===== config.mk =====
export PLATFORM = sky130hd
export DESIGN_NAME = debug_trigger_and_trace_status
export DESIGN_NICKNAME = d
export VERILOG_FILES = /design/src/debug_trigger_pkg.sv /design/src/debug_trigger_and_trace_status.sv
export SDC_FILE = /design/constraint.sdc
export NUM_CORES = 1
export LEC_CHECK = 0
export ABC_AREA = 1
export BUFFER_PORTS_ARGS = -buffer_cell sky130_fd_sc_hd__buf_2
export CAP_MARGIN = 20
export CORE_ASPECT_RATIO = 1.25
export CORE_MARGIN = 2
export CORE_UTILIZATION = 45
export CTS_CLUSTER_DIAMETER = 80
export DETAILED_ROUTE_END_ITERATION = 6
export GPL_ROUTABILITY_DRIVEN = 0
export PLACE_DENSITY = 0.74
export RECOVER_POWER = 100
export SLEW_MARGIN = 20
export SYNTH_ARGS = -nofsm -noshare
export SYNTH_HDL_FRONTEND = slang
export SYNTH_SLANG_ARGS = --single-unit

===== constraint.sdc =====
create_clock -name mclk -period 5.48 [get_ports mclk]
set_input_delay 1.644 -clock mclk [delete_from_list [all_inputs] [get_ports mclk]]
set_output_delay 1.644 -clock mclk [all_outputs]
set_load 0.05 [all_outputs]

===== src/debug_trigger_pkg.sv =====
package debug_trigger_pkg;

  // Register byte offsets on the APB
  localparam logic [7:0] OFF_TRIG_CFG = 8'h00;
  localparam logic [7:0] OFF_STATUS   = 8'h04;
  localparam logic [7:0] OFF_CONTROL  = 8'h08;
  localparam logic [7:0] OFF_CMP_A    = 8'h0C;
  localparam logic [7:0] OFF_CMP_B    = 8'h10;
  localparam logic [7:0] OFF_IRQ_STAT = 8'h14;
  localparam logic [7:0] OFF_IRQ_MASK = 8'h18;

  // trigger_config_reg fields
  localparam int TC_QUALIFY_BIT = 7;
  localparam int TC_BEGIN_BIT   = 6;
  localparam logic [7:0] TC_WRITE_MASK = 8'hCF;

  // debug_control_reg fields
  localparam int DC_ENABLE_BIT = 7;
  localparam int DC_ARM_BIT    = 6;
  localparam int DC_BRKEN_BIT  = 4;

  // Interrupt status fields
  localparam int IRQ_W        = 2;
  localparam int IRQ_DONE_BIT = 0;
  localparam int IRQ_TRIG_BIT = 1;

  // Reset values
  localparam logic [7:0]  RST_TRIG_CFG = 8'h00;
  localparam logic [7:0]  RST_CONTROL  = 8'h00;
  localparam logic [15:0] RST_CMP      = 16'h0000;
  localparam logic [3:0]  RST_COUNT    = 4'h0;
  localparam logic [IRQ_W-1:0] RST_IRQ = 2'h0;

  // FIFO depth as a count value
  localparam logic [3:0] FIFO_FULL_COUNT = 4'h8;
  localparam logic [3:0] FIFO_LAST_SLOT  = 4'h7;

  // trigger_mode_code values
  localparam logic [3:0] MODE_A_ONLY      = 4'h0;
  localparam logic [3:0] MODE_A_OR_B      = 4'h1;
  localparam logic [3:0] MODE_A_THEN_B    = 4'h2;
  localparam logic [3:0] MODE_EV_B        = 4'h3;
  localparam logic [3:0] MODE_A_THEN_EV_B = 4'h4;
  localparam logic [3:0] MODE_A_AND_BDAT  = 4'h5;
  localparam logic [3:0] MODE_A_NOT_BDAT  = 4'h6;
  localparam logic [3:0] MODE_INSIDE      = 4'h7;
  localparam logic [3:0] MODE_OUTSIDE     = 4'h8;

  // CPU bus observation carrier
  typedef struct packed {
    logic [15:0] addr;
    logic [7:0]  data;
    logic        access;
    logic        exec;
    logic        cof;
  } cpu_watch_t;

  // Trace store carrier
  typedef struct packed {
    logic        store;
    logic [15:0] word;
  } trace_out_t;

endpackage : debug_trigger_pkg


===== src/debug_trigger_and_trace_status.sv =====
// The implementer's own choices: the register addresses and register access over APB.
`timescale 1ns/100ps
// Operation
// RULE1: Trigger config readable always; writes ignored while armed.
// RULE2: Trigger config bits 4 and 5 always read zero, writes dropped.
// RULE3: Qualify bit 7 set: only executed opcodes match; clear: any access.
// RULE4: Begin bit 6: 0 circular fill ended by trigger, 1 trigger starts fill.
// RULE5: Event-only modes ignore begin bit and always run as begin trace.
// RULE6: Mode codes 0 to 6 decode A, A|B, A then B, event modes, data modes.
// RULE7: Code 7 inside range, 8 outside range, 9 to 15 never trigger.
// RULE8: Status bit 7 A flag clears at run start, sets on A match armed.
// RULE9: Status bit 6 B flag clears at run start, sets on B match armed.
// RULE10: Status bit 5 shows arm bit while enabled; clears when run ends.
// RULE11: Run ends on FIFO full in begin trace, on trigger in end trace.
// RULE12: Writing 0 to arm or enable ends the run and clears armed flag.
// RULE13: Status bits 3:0 count valid words, cleared at start, up to 8.
// RULE14: Valid count never decrements on readout; host tracks remainder.
// RULE15: Trace status register is read-only; writes change nothing.
// RULE16: Arm is control bit 6; write sets it, run completion clears it.
// RULE17: Break on trigger in end trace, on FIFO full in begin trace.
// RULE18: Registers are eight bits and reset to zero, module disarmed; here comparators A and B are 16 bits.
module debug_trigger_and_trace_status
  import debug_trigger_pkg::*;
(
  // Clock and reset
  input  wire logic        mclk,
  input  wire logic        rst_b,
  // APB slave
  input  wire logic        psel,
  input  wire logic        penable,
  input  wire logic        pwrite,
  input  wire logic [7:0]  paddr,
  input  wire logic [31:0] pwdata,
  output logic [31:0]      prdata,
  output logic             pready,
  output logic             pslverr,
  // CPU bus observation
  input  wire cpu_watch_t  cpu,
  // Trace, break and interrupt outputs
  output trace_out_t       trace,
  output logic             break_req,
  output logic             irq
);

  typedef struct packed {
    logic [7:0]       tcfg;
    logic [7:0]       ctrl;
    logic [15:0]      cmp_a;
    logic [15:0]      cmp_b;
    logic [3:0]       cnt;
    logic             af;
    logic             bf;
    logic             trig_seen;
    logic [IRQ_W-1:0] ist;
    logic [IRQ_W-1:0] imask;
    logic             irq;
    logic             brk;
    trace_out_t       trace;
    logic             pready;
    logic             pslverr;
    logic [31:0]      prdata;
  } state_t;

  state_t r;
  state_t s;

  logic             strobe;
  logic             ma;
  logic             mb;
  logic             bdat;
  logic             in_range;
  logic             trig;
  logic             ev_mode;
  logic             begin_trace;
  logic             capturing;
  logic             do_store;
  logic [15:0]      store_word;
  logic             run_end;
  logic             armed;
  logic             wr;
  logic             rd_phase;
  logic             mapped;
  logic [7:0]       status_byte;
  logic [7:0]       rd_byte;
  logic [15:0]      rd_half;
  logic [IRQ_W-1:0] ist_set;
  logic [IRQ_W-1:0] ist_clr;

  always_comb begin
    s           = r;
    s.brk       = 1'b0;
    s.trace     = '0;
    run_end     = 1'b0;
    ist_set     = '0;
    ist_clr     = '0;
    armed       = r.ctrl[DC_ARM_BIT] & r.ctrl[DC_ENABLE_BIT];

    // Match strobe: executed opcode or any access
    strobe = r.tcfg[TC_QUALIFY_BIT] ? cpu.exec : cpu.access; // RULE3
    ma       = strobe && (cpu.addr == r.cmp_a);
    mb       = strobe && (cpu.addr == r.cmp_b);
    bdat     = strobe && (cpu.data == r.cmp_b[7:0]);
    in_range = strobe && (cpu.addr >= r.cmp_a) && (cpu.addr <= r.cmp_b);

    ev_mode = (r.tcfg[3:0] == MODE_EV_B) ||
              (r.tcfg[3:0] == MODE_A_THEN_EV_B);
    begin_trace = ev_mode | r.tcfg[TC_BEGIN_BIT]; // RULE5

    case (r.tcfg[3:0]) // RULE6
      MODE_A_ONLY:      trig = ma;
      MODE_A_OR_B:      trig = ma | mb;
      MODE_A_THEN_B:    trig = mb & r.af;
      MODE_EV_B:        trig = mb;
      MODE_A_THEN_EV_B: trig = mb & r.af;
      MODE_A_AND_BDAT:  trig = ma & bdat;
      MODE_A_NOT_BDAT:  trig = ma & ~bdat;
      MODE_INSIDE:      trig = in_range; // RULE7
      MODE_OUTSIDE:     trig = strobe & ~in_range; // RULE7
      default:          trig = 1'b0; // RULE7
    endcase

    // Event modes store bus data on each qualified B; others store flow
    capturing = ~begin_trace | r.trig_seen; // RULE4
    if (ev_mode) begin
      do_store   = trig;
      store_word = {8'h00, cpu.data};
    end else begin
      do_store   = cpu.cof & capturing;
      store_word = cpu.addr;
    end

    if (armed) begin
      if (ma) begin
        s.af = 1'b1; // RULE8
      end
      if (mb) begin
        s.bf = 1'b1; // RULE9
      end
      if (trig && !r.trig_seen) begin
        s.trig_seen           = 1'b1;
        ist_set[IRQ_TRIG_BIT] = 1'b1;
        if (!begin_trace) begin
          run_end = 1'b1; // RULE11
          s.brk   = r.ctrl[DC_BRKEN_BIT]; // RULE17
        end
      end
      if (do_store) begin
        s.trace.store = 1'b1;
        s.trace.word  = store_word;
        if (r.cnt < FIFO_FULL_COUNT) begin
          s.cnt = r.cnt + 4'h1; // RULE13
        end
        if (begin_trace && r.cnt == FIFO_LAST_SLOT) begin
          run_end = 1'b1; // RULE11
          s.brk   = r.ctrl[DC_BRKEN_BIT]; // RULE17
        end
      end
    end

    if (run_end) begin
      s.ctrl[DC_ARM_BIT]    = 1'b0; // RULE16
      ist_set[IRQ_DONE_BIT] = 1'b1;
    end

    // APB: answer one cycle into the access phase
    rd_phase  = psel & penable & ~r.pready;
    wr        = psel & penable & r.pready & pwrite;
    s.pready  = rd_phase;
    mapped    = (paddr == OFF_TRIG_CFG) || (paddr == OFF_STATUS) ||
                (paddr == OFF_CONTROL)  || (paddr == OFF_CMP_A)  ||
                (paddr == OFF_CMP_B)    || (paddr == OFF_IRQ_STAT) ||
                (paddr == OFF_IRQ_MASK);
    s.pslverr = rd_phase & ~mapped;

    status_byte = {r.af, r.bf, armed, 1'b0, r.cnt}; // RULE10 RULE14
    rd_byte = 8'h00;
    rd_half = 16'h0000;
    case (paddr)
      OFF_TRIG_CFG: rd_byte = r.tcfg & TC_WRITE_MASK; // RULE1 RULE2
      OFF_STATUS:   rd_byte = status_byte;
      OFF_CONTROL:  rd_byte = r.ctrl;
      OFF_CMP_A:    rd_half = r.cmp_a;
      OFF_CMP_B:    rd_half = r.cmp_b;
      OFF_IRQ_STAT: rd_byte = {6'h00, r.ist};
      OFF_IRQ_MASK: rd_byte = {6'h00, r.imask};
      default:      rd_byte = 8'h00;
    endcase
    if (rd_phase) begin
      s.prdata = {16'h0000, rd_half | {8'h00, rd_byte}};
    end else begin
      s.prdata = 32'h0000_0000;
    end

    if (wr) begin
      case (paddr)
        OFF_TRIG_CFG: begin
          if (!armed) begin
            s.tcfg = pwdata[7:0] & TC_WRITE_MASK; // RULE1 RULE2
          end
        end
        OFF_CONTROL: begin
          s.ctrl = pwdata[7:0];
          if (!pwdata[DC_ENABLE_BIT] || !pwdata[DC_ARM_BIT]) begin
            s.ctrl[DC_ARM_BIT] = 1'b0; // RULE12
          end else if (!armed) begin
            // Start of a debug run
            s.af        = 1'b0; // RULE8
            s.bf        = 1'b0; // RULE9
            s.cnt       = RST_COUNT; // RULE13
            s.trig_seen = 1'b0;
          end else begin
            s.ctrl[DC_ARM_BIT] = ~run_end;
          end
        end
        OFF_CMP_A:    s.cmp_a = pwdata[15:0];
        OFF_CMP_B:    s.cmp_b = pwdata[15:0];
        OFF_IRQ_STAT: ist_clr = pwdata[IRQ_W-1:0];
        OFF_IRQ_MASK: s.imask = pwdata[IRQ_W-1:0];
        default:      s.imask = r.imask; // RULE15
      endcase
    end

    // Hardware set wins over a one-written clear
    s.ist = (r.ist & ~ist_clr) | ist_set;
    s.irq = |(s.ist & s.imask);
  end

  always_ff @(posedge mclk) begin
    if (!rst_b) begin
      r        <= '0; // RULE18
      r.tcfg   <= RST_TRIG_CFG;
      r.ctrl   <= RST_CONTROL;
      r.cmp_a  <= RST_CMP;
      r.cmp_b  <= RST_CMP;
      r.cnt    <= RST_COUNT;
      r.ist    <= RST_IRQ;
      r.imask  <= RST_IRQ;
    end else begin
      r <= s;
    end
  end

  assign prdata    = r.prdata;
  assign pready    = r.pready;
  assign pslverr   = r.pslverr;
  assign trace     = r.trace;
  assign break_req = r.brk;
  assign irq       = r.irq;

endmodule : debug_trigger_and_trace_status


Word-level counts from Yosys, hierarchy flattened
Cells that the tools add are included.

operators by class
  add/sub/neg operators = 1
  $lt $le $gt $ge = 3
  equal/unequal tests = 18
  mux-type cells = 38
  bitwise operators = 28
  reduce and logical (&&, ||, !) cells = 30

operators by type and width
  operator                                                         count
  16-bit 2-to-1 mux                                                3
  46-bit 2-to-1 mux                                                1
  8-bit one-hot mux with 5 select lines                            1
  7-bit 2-to-1 mux                                                 5
  16-bit == test                                                   2
  16-bit one-hot mux with 2 select lines                           1
  8-bit by 5-bit == test with 1-bit output, second input constant  3
  4-bit by 3-bit == test with 1-bit output, second input constant  5
  1-bit 2-to-1 mux                                                 19
  18-bit 2-to-1 mux                                                1
  8-bit by 4-bit == test with 1-bit output, second input constant  2
  16-bit greater-or-equal comparator                               1
  16-bit less-or-equal comparator                                  1
  16-bit by 8-bit bitwise OR with 16-bit output                    1
  1-bit AND                                                        11
  2-bit AND reduction                                              5
  1-bit NOT                                                        9
  4-bit by 2-bit == test with 1-bit output, second input constant  2
  8-bit by 3-bit == test with 1-bit output, second input constant  1
  8-bit == test                                                    1
  8-bit zero test                                                  1
  1-bit logical OR                                                 8
  2-bit 2-to-1 mux                                                 4
  4-bit 2-to-1 mux                                                 2
  15 further kinds                                                 28

word-level totals
  flip-flop bits (word level) = 110
  input bits = 72
  output and inout port bits = 53

Logic depth before layout (Yosys ltp)
Gate-level depths: netlist of the first run.

  word-level depth = 16
  depth in mapped cells = 20

Worst setup path before layout of the first run
No wires, ideal clock.

  path type = input to register
  start point = input port cpu[26] in the netlist's numbering
  end point = register r, in the netlist trace[10]
  setup time = 0.114 ns
  arrival = 3.129 ns
  slack = 2.238 ns
  cell stages on the path = 16
  buffers on the path = 0
  cell sequence = ha_1 > nand2_1 > nor2_2 > nand2_1 > o21ai_0 > nor2_1 > nand2_1 > nand3_1 > nand2_1 > nand3_2 > nand2_2 > nand2_4 > nand2_4 > inv_4 > nand2_4 > nor2_2

between the ends
  word-level cells in the longest chain between the ends = 9
  elaborated cells on any way between the ends = 18
  those cells by class = 2 x order compare; 2 x eq/ne; 2 x mux; 7 x bitwise; 5 x reduce/logical

RTL lines
  element                                    line                                   RTL
  start: declaration                         debug_trigger_and_trace_status.sv:38   input wire cpu_watch_t cpu,
  16-bit greater-or-equal comparator         debug_trigger_and_trace_status.sv:103  in_range = strobe && (cpu.addr >= r.cmp_a) && (cpu.addr <= r.cmp_b);
  1-bit logical AND (2 in a row)             debug_trigger_and_trace_status.sv:103
  1-bit NOT                                  debug_trigger_and_trace_status.sv:118  MODE_OUTSIDE: trig = strobe & ~in_range;
  1-bit AND                                  debug_trigger_and_trace_status.sv:118
  1-bit one-hot mux with 8 select lines (*)  debug_trigger_and_trace_status.sv:109  case (r.tcfg[3:0])
  1-bit 2-to-1 mux (*)                       debug_trigger_and_trace_status.sv:124  if (ev_mode) begin
  1-bit NOT (no line) (*)                    --
  4-bit OR reduction (no line) (*)           --
  end signal: assignment                     debug_trigger_and_trace_status.sv:239  r <= s;
  end: declaration                           debug_trigger_and_trace_status.sv:64   state_t r;

Mark *: on every way between the ends. The rest lies on a longest branch, timed or not.
A chain may end at the register's enable or synchronous reset.

Worst setup path in the final report of the first run
  start point = input port paddr[7]
  end point = register r[65] in the netlist's numbering

between the ends
  word-level cells in the longest chain between the ends = 2

RTL lines
  element                                   line                                   RTL
  start: declaration                        debug_trigger_and_trace_status.sv:32   input wire logic [7:0] paddr,
  8-bit by 5-bit == test with 1-bit output  debug_trigger_and_trace_status.sv:195  case (paddr)
  2-bit AND reduction (no line)             --

Every way passes these cells.

==> flow_summary.yaml, run 1 <==
routing:
  ant_nets: 0
  wl_mm: 12.86
  first_iter_violations: 222
  dr_total_vias: 4616
  first_pass_iters: 5
  routed_via_density: 5.034
  routedWlPerCell_microns: 14.02
  drc_errors: 0
worst_setup_path:
  critPathRequiredTime_ps: 5700
  worstReg2RegStart: "r[95]$_SDFFE_PN0P_"
  path_cells: "buf_2 > nor2_1 > inv_2 > nor3_1 > inv_1 > nor2_2 > clkbuf_1 > inv_1 > nor2_1 > buf_4 > inv_1 > o21ai_0 > a21oi_1"
  critPathArrivalTime_ps: 4360
  crit_slowest_cell: "clkbuf_1"
  crit_path_frequent_cell: "inv_1"
  path_class: "in -> reg"
  timing.rr.end: "trace[11]$_SDFF_PP0_"
  r2r_slack_ps: 2380
  critPathMaxStageDelay_ps: 610
  path_max_fanout: 20
  cp-end-kind: "flip-flop"
  worstSetupStartpoint: "paddr[7]"
  ff2ff_path_depth: 17
  cp-start-kind: "input pin"
hold_path:
  hold_depth: 2
  hold_end: "prdata[13]$_SDFF_PN0_"
  hp-start: "r[77]$_SDFFE_PN0P_"
  min_path_type: "reg -> reg"
power_and_ir_drop:
  p_per_area_mw_per_mm2: 261.8
  cellLeakagePower_nw: 2.450
  finalPower_mw: 1.484
  ir_worst_vdd_uv: 165.9
yosys:
  synthAdderAreaFrac_pct: 7.937
  synth_xor_area_share_pct: 0.8418
  ys_seq_area_share_pct: 36.17
  synth-compound-area-share_pct: 15.90
  yosysUniqueCellTypes: 39
  synthArstFlopShare_pct: 0
  synthSimpleGateAreaFrac_pct: 22.56
  synth_enable_flop_cells: 0
  ys_warn_count: 0
  synth_top_family_by_area: "simple AND/OR/NAND/NOR gates"
  ys.flop_type: "dfxtp_1"
  postSynthAreaPerCell_sq_um: 7.196
  synth.area.mux_share_pct: 0
  ys_ff_latch: 94
  syn_area_sq_mm: 0.005202
  synth_cells: 723
global_route:
  first_global_vias: 4406
  grt_overflow: 0
  grt_antenna_before_repair: 0
  grt_usage_pct: 21.30
  grt_max_degree: 47
  grt_pass1_wl_mm: 20.91
placed_design:
  dp_hpwl_mm: 9.653
  dp.cells: 901
  port_buffers: 92
layout:
  num-nets-final: 882
  syn2layout_area_growth_pct: 8.947
  seq_area_sq_mm: 0.001882
  layout_commonest_cell: "nand2_1"
  antennaDiodeCount: 0
  final_cell_mix: "nand2_1, inv_1, dfxtp_1, a21oi_1, o21ai_0"
  fill_cells: 1152
  finalNonFillerCells: 917
  multi_input_area_sq_mm: 0.002447
  drive_gt1_share_pct: 11.89
timing:
  setup_tns_ps: 0
  setup-violations-final: 0
  rsz0062_at_grt: "no"
  hold_viol: 0
  finalCritPeriodShare_pct: 75.53
  tightestPinTransition_ps: 1351
  skew_ps: 10.17
  drv_slew: 0
  min_period_ps: 4139
  fmax_mhz: 241.6
  max_slew_margin_pct: 9.581
clock_tree:
  cts_made_buffers: 9
  clock_latency_ps: 350
  cts_hold_buf: 0
  post_cts_buffers: 0
  clock-sinks: 94
  cts_buffer_depth: 2
  cts.clk_slew.worst_paths_ps: 70
  cts_tree: "yes"
  htreeDepth: 3
  cts_root_buf: "clkbuf_16"
  cts_resized: 0
floorplan:
  die_area_sq_mm: 0.01244
  fp.dieW_microns: 100.2
  start_util_pct: 46.49
  io_pins: 125
  rows: 43
  core_sq_mm: 0.01119
  die_y_microns: 124.2
outcome:
  status: "completed"
flow_run:
  cap_violations: 0
==> cells by family (layout without fill, tap and decap cells) <==
| family | count (synthesis) | after routing |
|---|---|---|
| other cells | 1 | 16 |
| fa+ha+maj | 33 | 33 |
| flops | 94 | 94 |
| xor+xnor | 5 | 5 |
| compound gates | 150 | 150 |
| simple gates | 263 | 263 |
| buf+inv | 177 | 221 |
==> synthesized netlist by cell type (5+ instances only) <==
library cell | count | area share (%)
nand2_1 | 142 | 10
nand3_1 | 18 | 1.7
inv_1 | 104 | 7.5
ha_1 | 33 | 7.9
clkbuf_1 | 13 | 0.94
nor2_1 | 51 | 3.7
nor3_1 | 14 | 1.3
dfxtp_1 | 94 | 36
a211oi_1 | 12 | 1.7
nand4_1 | 8 | 0.96
xnor2_1 | 5 | 0.84
a21oi_1 | 63 | 6.1
nor2_2 | 15 | 1.8
buf_2 | 7 | 0.67
o21ai_0 | 56 | 5.4
buf_4 | 49 | 7.1
==> where the power goes <==
| part | switching [mW] | internal, mW | leakage (nW) |
|---|---|---|---|
| logic | 0.0833 | 0.0370 | 1.54 |
| clock network | 0.277 | 0.403 | 0.157 |
| registers | 0.000311 | 0.683 | 0.757 |
| total | 0.360 | 1.12 | 2.45 |
==> per-layer routing <==
layer	vias to the layer above	track usage [%]	wire, microns
met4	0	12.49	637
li1	2373	-	-
met1	2054	24.47	5140
met5	-	0	0
met3	40	3.541	692
met2	149	36.48	6386
==> state kept, by name, indices dropped and copies added (netlist names) <==
| register | count |
|---|---|
| pready | 1 |
| pslverr | 1 |
| break_req | 1 |
| trace | 17 |
| prdata | 16 |
| irq | 1 |
| r | 57 |
==> worst max path at each step <==
stage	end	slack, ps	cells after the start
6_report	r[65]$_SDFFE_PN0P_	1340	13
3_3_place_gp	prdata[1]$_SDFF_PN0_	1600	6
5_1_grt	r[76]$_SDFFE_PN0P_	860	13
3_5_place_dp	prdata[1]$_SDFF_PN0_	1570	6
2_1_floorplan	trace[10]$_SDFF_PP0_	2240	16
4_1_cts	prdata[2]$_SDFF_PN0_	1910	6
==> critical path: cells and delay by family <==
family / cells / cell delay, ps
AND/OR/NAND/NOR: 4 / 760
buffers and inverters: 7 / 1590
AO/OA/AOI/OAI: 2 / 340
==> cell type report <==
type	instances	share of cell area (%)
multi-input combinational	467	43.18
sequential	94	33.20
timing repair buffer	97	7.815
inverter	108	7.174
clock buffer	10	4.040
tap	135	2.980
clock inverter	6	1.611
==> per-stage QoR <==
stage	hold slack, ps	area (sq um)	worst slack [ps]	utilization [%]
2_1_floorplan	430.1	5259	2238	-
3_3_place_gp	451.4	5474	1602	48.92
3_5_place_dp	456.7	5474	1570	48.92
4_1_cts	466.9	5794	1909	51.78
5_1_grt	475.2	5668	857.3	50.65
6_report	463.1	5668	1341	50.65
(Power assumes the default switching activity.)
==> run 2, diff against run 1 <==
--- a/config.mk
+++ b/config.mk
@@ -5,7 +5,7 @@
 export SDC_FILE = /design/constraint.sdc
 export NUM_CORES = 1
 export LEC_CHECK = 0
-export ABC_AREA = 1
+export ABC_AREA = 0
 export BUFFER_PORTS_ARGS = -buffer_cell sky130_fd_sc_hd__buf_2
 export CAP_MARGIN = 20
 export CORE_ASPECT_RATIO = 1.25
==> constraint.sdc (replaced) <==
create_clock -name mclk -period 4.14 [get_ports mclk]
set_input_delay 1.242 -clock mclk [delete_from_list [all_inputs] [get_ports mclk]]
set_output_delay 1.242 -clock mclk [all_outputs]
set_load 0.05 [all_outputs]
==> run 2 against run 1 <==
  * Register-to-register slack worse by 1300 ps
  * Global-route usage up 0.24 points
  * Critical path depth down 4
  * Clock power up 25%
  * Die area down 2.8%
  * Routed wire length up 1.4%
  * Hold slack better by 18 ps
  * Critical endpoint is now r[77]$_SDFFE_PN0P_
  * Combinational power up 30%
  * Via count down 6.1%
  * Worst setup slack worse by 780 ps
==> flow_summary.yaml, run 2 <==
outcome:
  status: "completed"
global_route:
  met3_usage_pct: 4.271
  grt_pass1_wl_mm: 20.36
  grt-busiest-layer: "met2"
  grt_usage_pct: 21.54
  met1_usage_pct: 22.82
  grt_max_degree: 30
  met2_usage_pct: 38.43
  grt_antenna_before_repair: 0
  first_global_vias: 4224
  grt_overflow: 0
yosys:
  synth_cells: 591
  synthTopCellsByCount: "dfxtp_1, nand2_1, nor2_1"
  ys_warn_count: 0
  postSynthAreaPerCell_sq_um: 8.549
  synth_enable_flop_cells: 0
  ys.flop_type: "dfxtp_1"
  synth.most_common_cell: "dfxtp_1"
  yosys.area.top_type_share_pct: 37.25
  yosys.area.top_type: "dfxtp_1"
  ys_seq_area_share_pct: 37.25
  synth_area_leaders: "dfxtp_1, ha_1, buf_4"
  yosysUniqueCellTypes: 59
  synthArstFlopShare_pct: 0
  syn_area_sq_mm: 0.005052
  ys_ff_latch: 94
flow_run:
  cap_violations: 0
clock_tree:
  cts_hold_buf: 0
  cts_root_buf: "clkbuf_16"
  htreeDepth: 3
  clock_latency_ps: 350
  cts.clk_slew.worst_paths_ps: 70
  cts_buffer_depth: 2
  cts_tree: "yes"
  cts_made_buffers: 9
  post_cts_buffers: 0
  clock-sinks: 94
  cts_resized: 0
routing:
  drc_errors: 0
  first_iter_violations: 274
  routed_via_density: 5.529
  ant_nets: 0
  routedWlPerCell_microns: 16.62
  wl_mm: 13.03
  first_pass_iters: 6
  dr_total_vias: 4335
layout:
  largest_reg_flops: 57
  antennaDiodeCount: 0
  max_flop_register: "r"
  drive_gt1_share_pct: 14.33
  syn2layout_area_growth_pct: 9.510
  layout_commonest_cell: "dfxtp_1"
  num-nets-final: 749
  fill_cells: 1069
  final_cell_mix: "dfxtp_1, nand2_1, nor2_1, buf_2, a21oi_1"
power_and_ir_drop:
  cellLeakagePower_nw: 2.125
  p_per_area_mw_per_mm2: 345.2
  ir_worst_vdd_uv: 184.7
timing:
  fmax_mhz: 279.3
  drv_slew: 0
  setup-violations-final: 0
  tightestPinTransition_ps: 1339
  rsz0062_at_grt: "no"
  setup_tns_ps: 0
  finalCritPeriodShare_pct: 86.47
  min_period_ps: 3580
  hold_viol: 0
  max_slew_margin_pct: 10.72
  skew_ps: 8.963
  setup_ws_ps: 560.0
floorplan:
  die_area_sq_mm: 0.01210
  rows: 43
  die_y_microns: 122.5
  core_sq_mm: 0.01103
  fp.dieW_microns: 98.78
  io_pins: 125
  start_util_pct: 45.81
worst_setup_path:
  cp-start-kind: "input pin"
  cp-end-kind: "flip-flop"
  critPathArrivalTime_ps: 3750
  path_max_fanout: 16
  critPathRequiredTime_ps: 4310
  ff2ff_path_depth: 9
  path_class: "in -> reg"
hold_path:
  hold_depth: 2
  min_path_type: "reg -> reg"
placed_design:
  dp_hpwl_mm: 9.857
  port_buffers: 92
  pre_cts_ws_ps: 674.2
[run 2: cell count changes after synthesis, moves of 6 or more]
cell      previous run  this run
o21ai_0             56        11
a211oi_1            12         0
a22oi_1              2        15
mux4_2               0         6
mux2i_1              0        26
and2_1               1        11
inv_1              104        39
nand2b_1             0         6
nor3_1              14         6
nand2_1            142        87
a21oi_1             63        50
nand3_1             18         7
nor2_2              15         2
[run 2: area by class of cell]
type	instances	area, sq um	share of cell area, %
Tap cell	135	168.9	3.053
Sequential cell	94	1882	34.01
Clock buffer	10	239.0	4.319
Clock inverter	6	67.56	1.221
Multi-Input combinational cell	401	2580	46.63
Timing Repair Buffer	99	449.2	8.118
Inverter	39	146.4	2.646
[run 2: final timing paths]
| check | from | end | slack [ps] |
|---|---|---|---|
| worst max-delay path | paddr[1] | r[77]$_SDFFE_PN0P_ | 560 |
| worst min-delay path | r[73]$_SDFFE_PN0P_ | r[73]$_SDFFE_PN0P_ | 480 |
| worst max register to register | r[69]$_SDFFE_PN0P_ | irq$_SDFF_PN0_ | 1090 |
| worst min register to register | r[73]$_SDFFE_PN0P_ | r[73]$_SDFFE_PN0P_ | 480 |
[run 2: metrics by stage]
stage               instance area, sq um  power [mW]  util (%)  cells  hold slack (ps)
CTS                                 5630       1.924     51.05    784            482.1
floorplan                           5109       1.036         -    606            431.5
detailed placement                  5324       1.081     48.27    768            472.5
finish                              5533       1.910     50.16    784            480.8
global placement                    5324       1.076     48.27    768            456.6
global route                        5533       1.971     50.16    784            496.3
[run 2: per-layer routing]
metal	wire length, microns	vias to the layer above
met5	0	-
met3	861	44
met2	6660	193
met4	733	0
li1	-	2071
met1	4776	2027
[run 2: critical path, stage by stage]
cell	delay (ps)
buf_2	100
nor3_1	210
and2_0	290
nand2_1	160
nor3_2	140
clkbuf_1	650
nand2_1	650
nand2_1	210
a21oi_1	90
[run 2: cells by family (layout without fill, tap and decap cells)]
group	count (synthesis)	count (layout)	synth area share (%)
fa+ha+maj	33	33	8.172
other cells	1	16	0.07422
simple gates	210	210	20.04
mux	34	34	8.271
flops	94	94	37.25
xor+xnor	10	10	1.734
compound gates	98	98	12.33
buf+inv	111	154	12.13
[run 2: report_power, final]
group	internal [mW]	leakage, nW	switching, mW
clock network	0.488	0.145	0.362
registers	0.905	0.757	0.000423
logic	0.0483	1.22	0.107
total	1.44	2.12	0.470
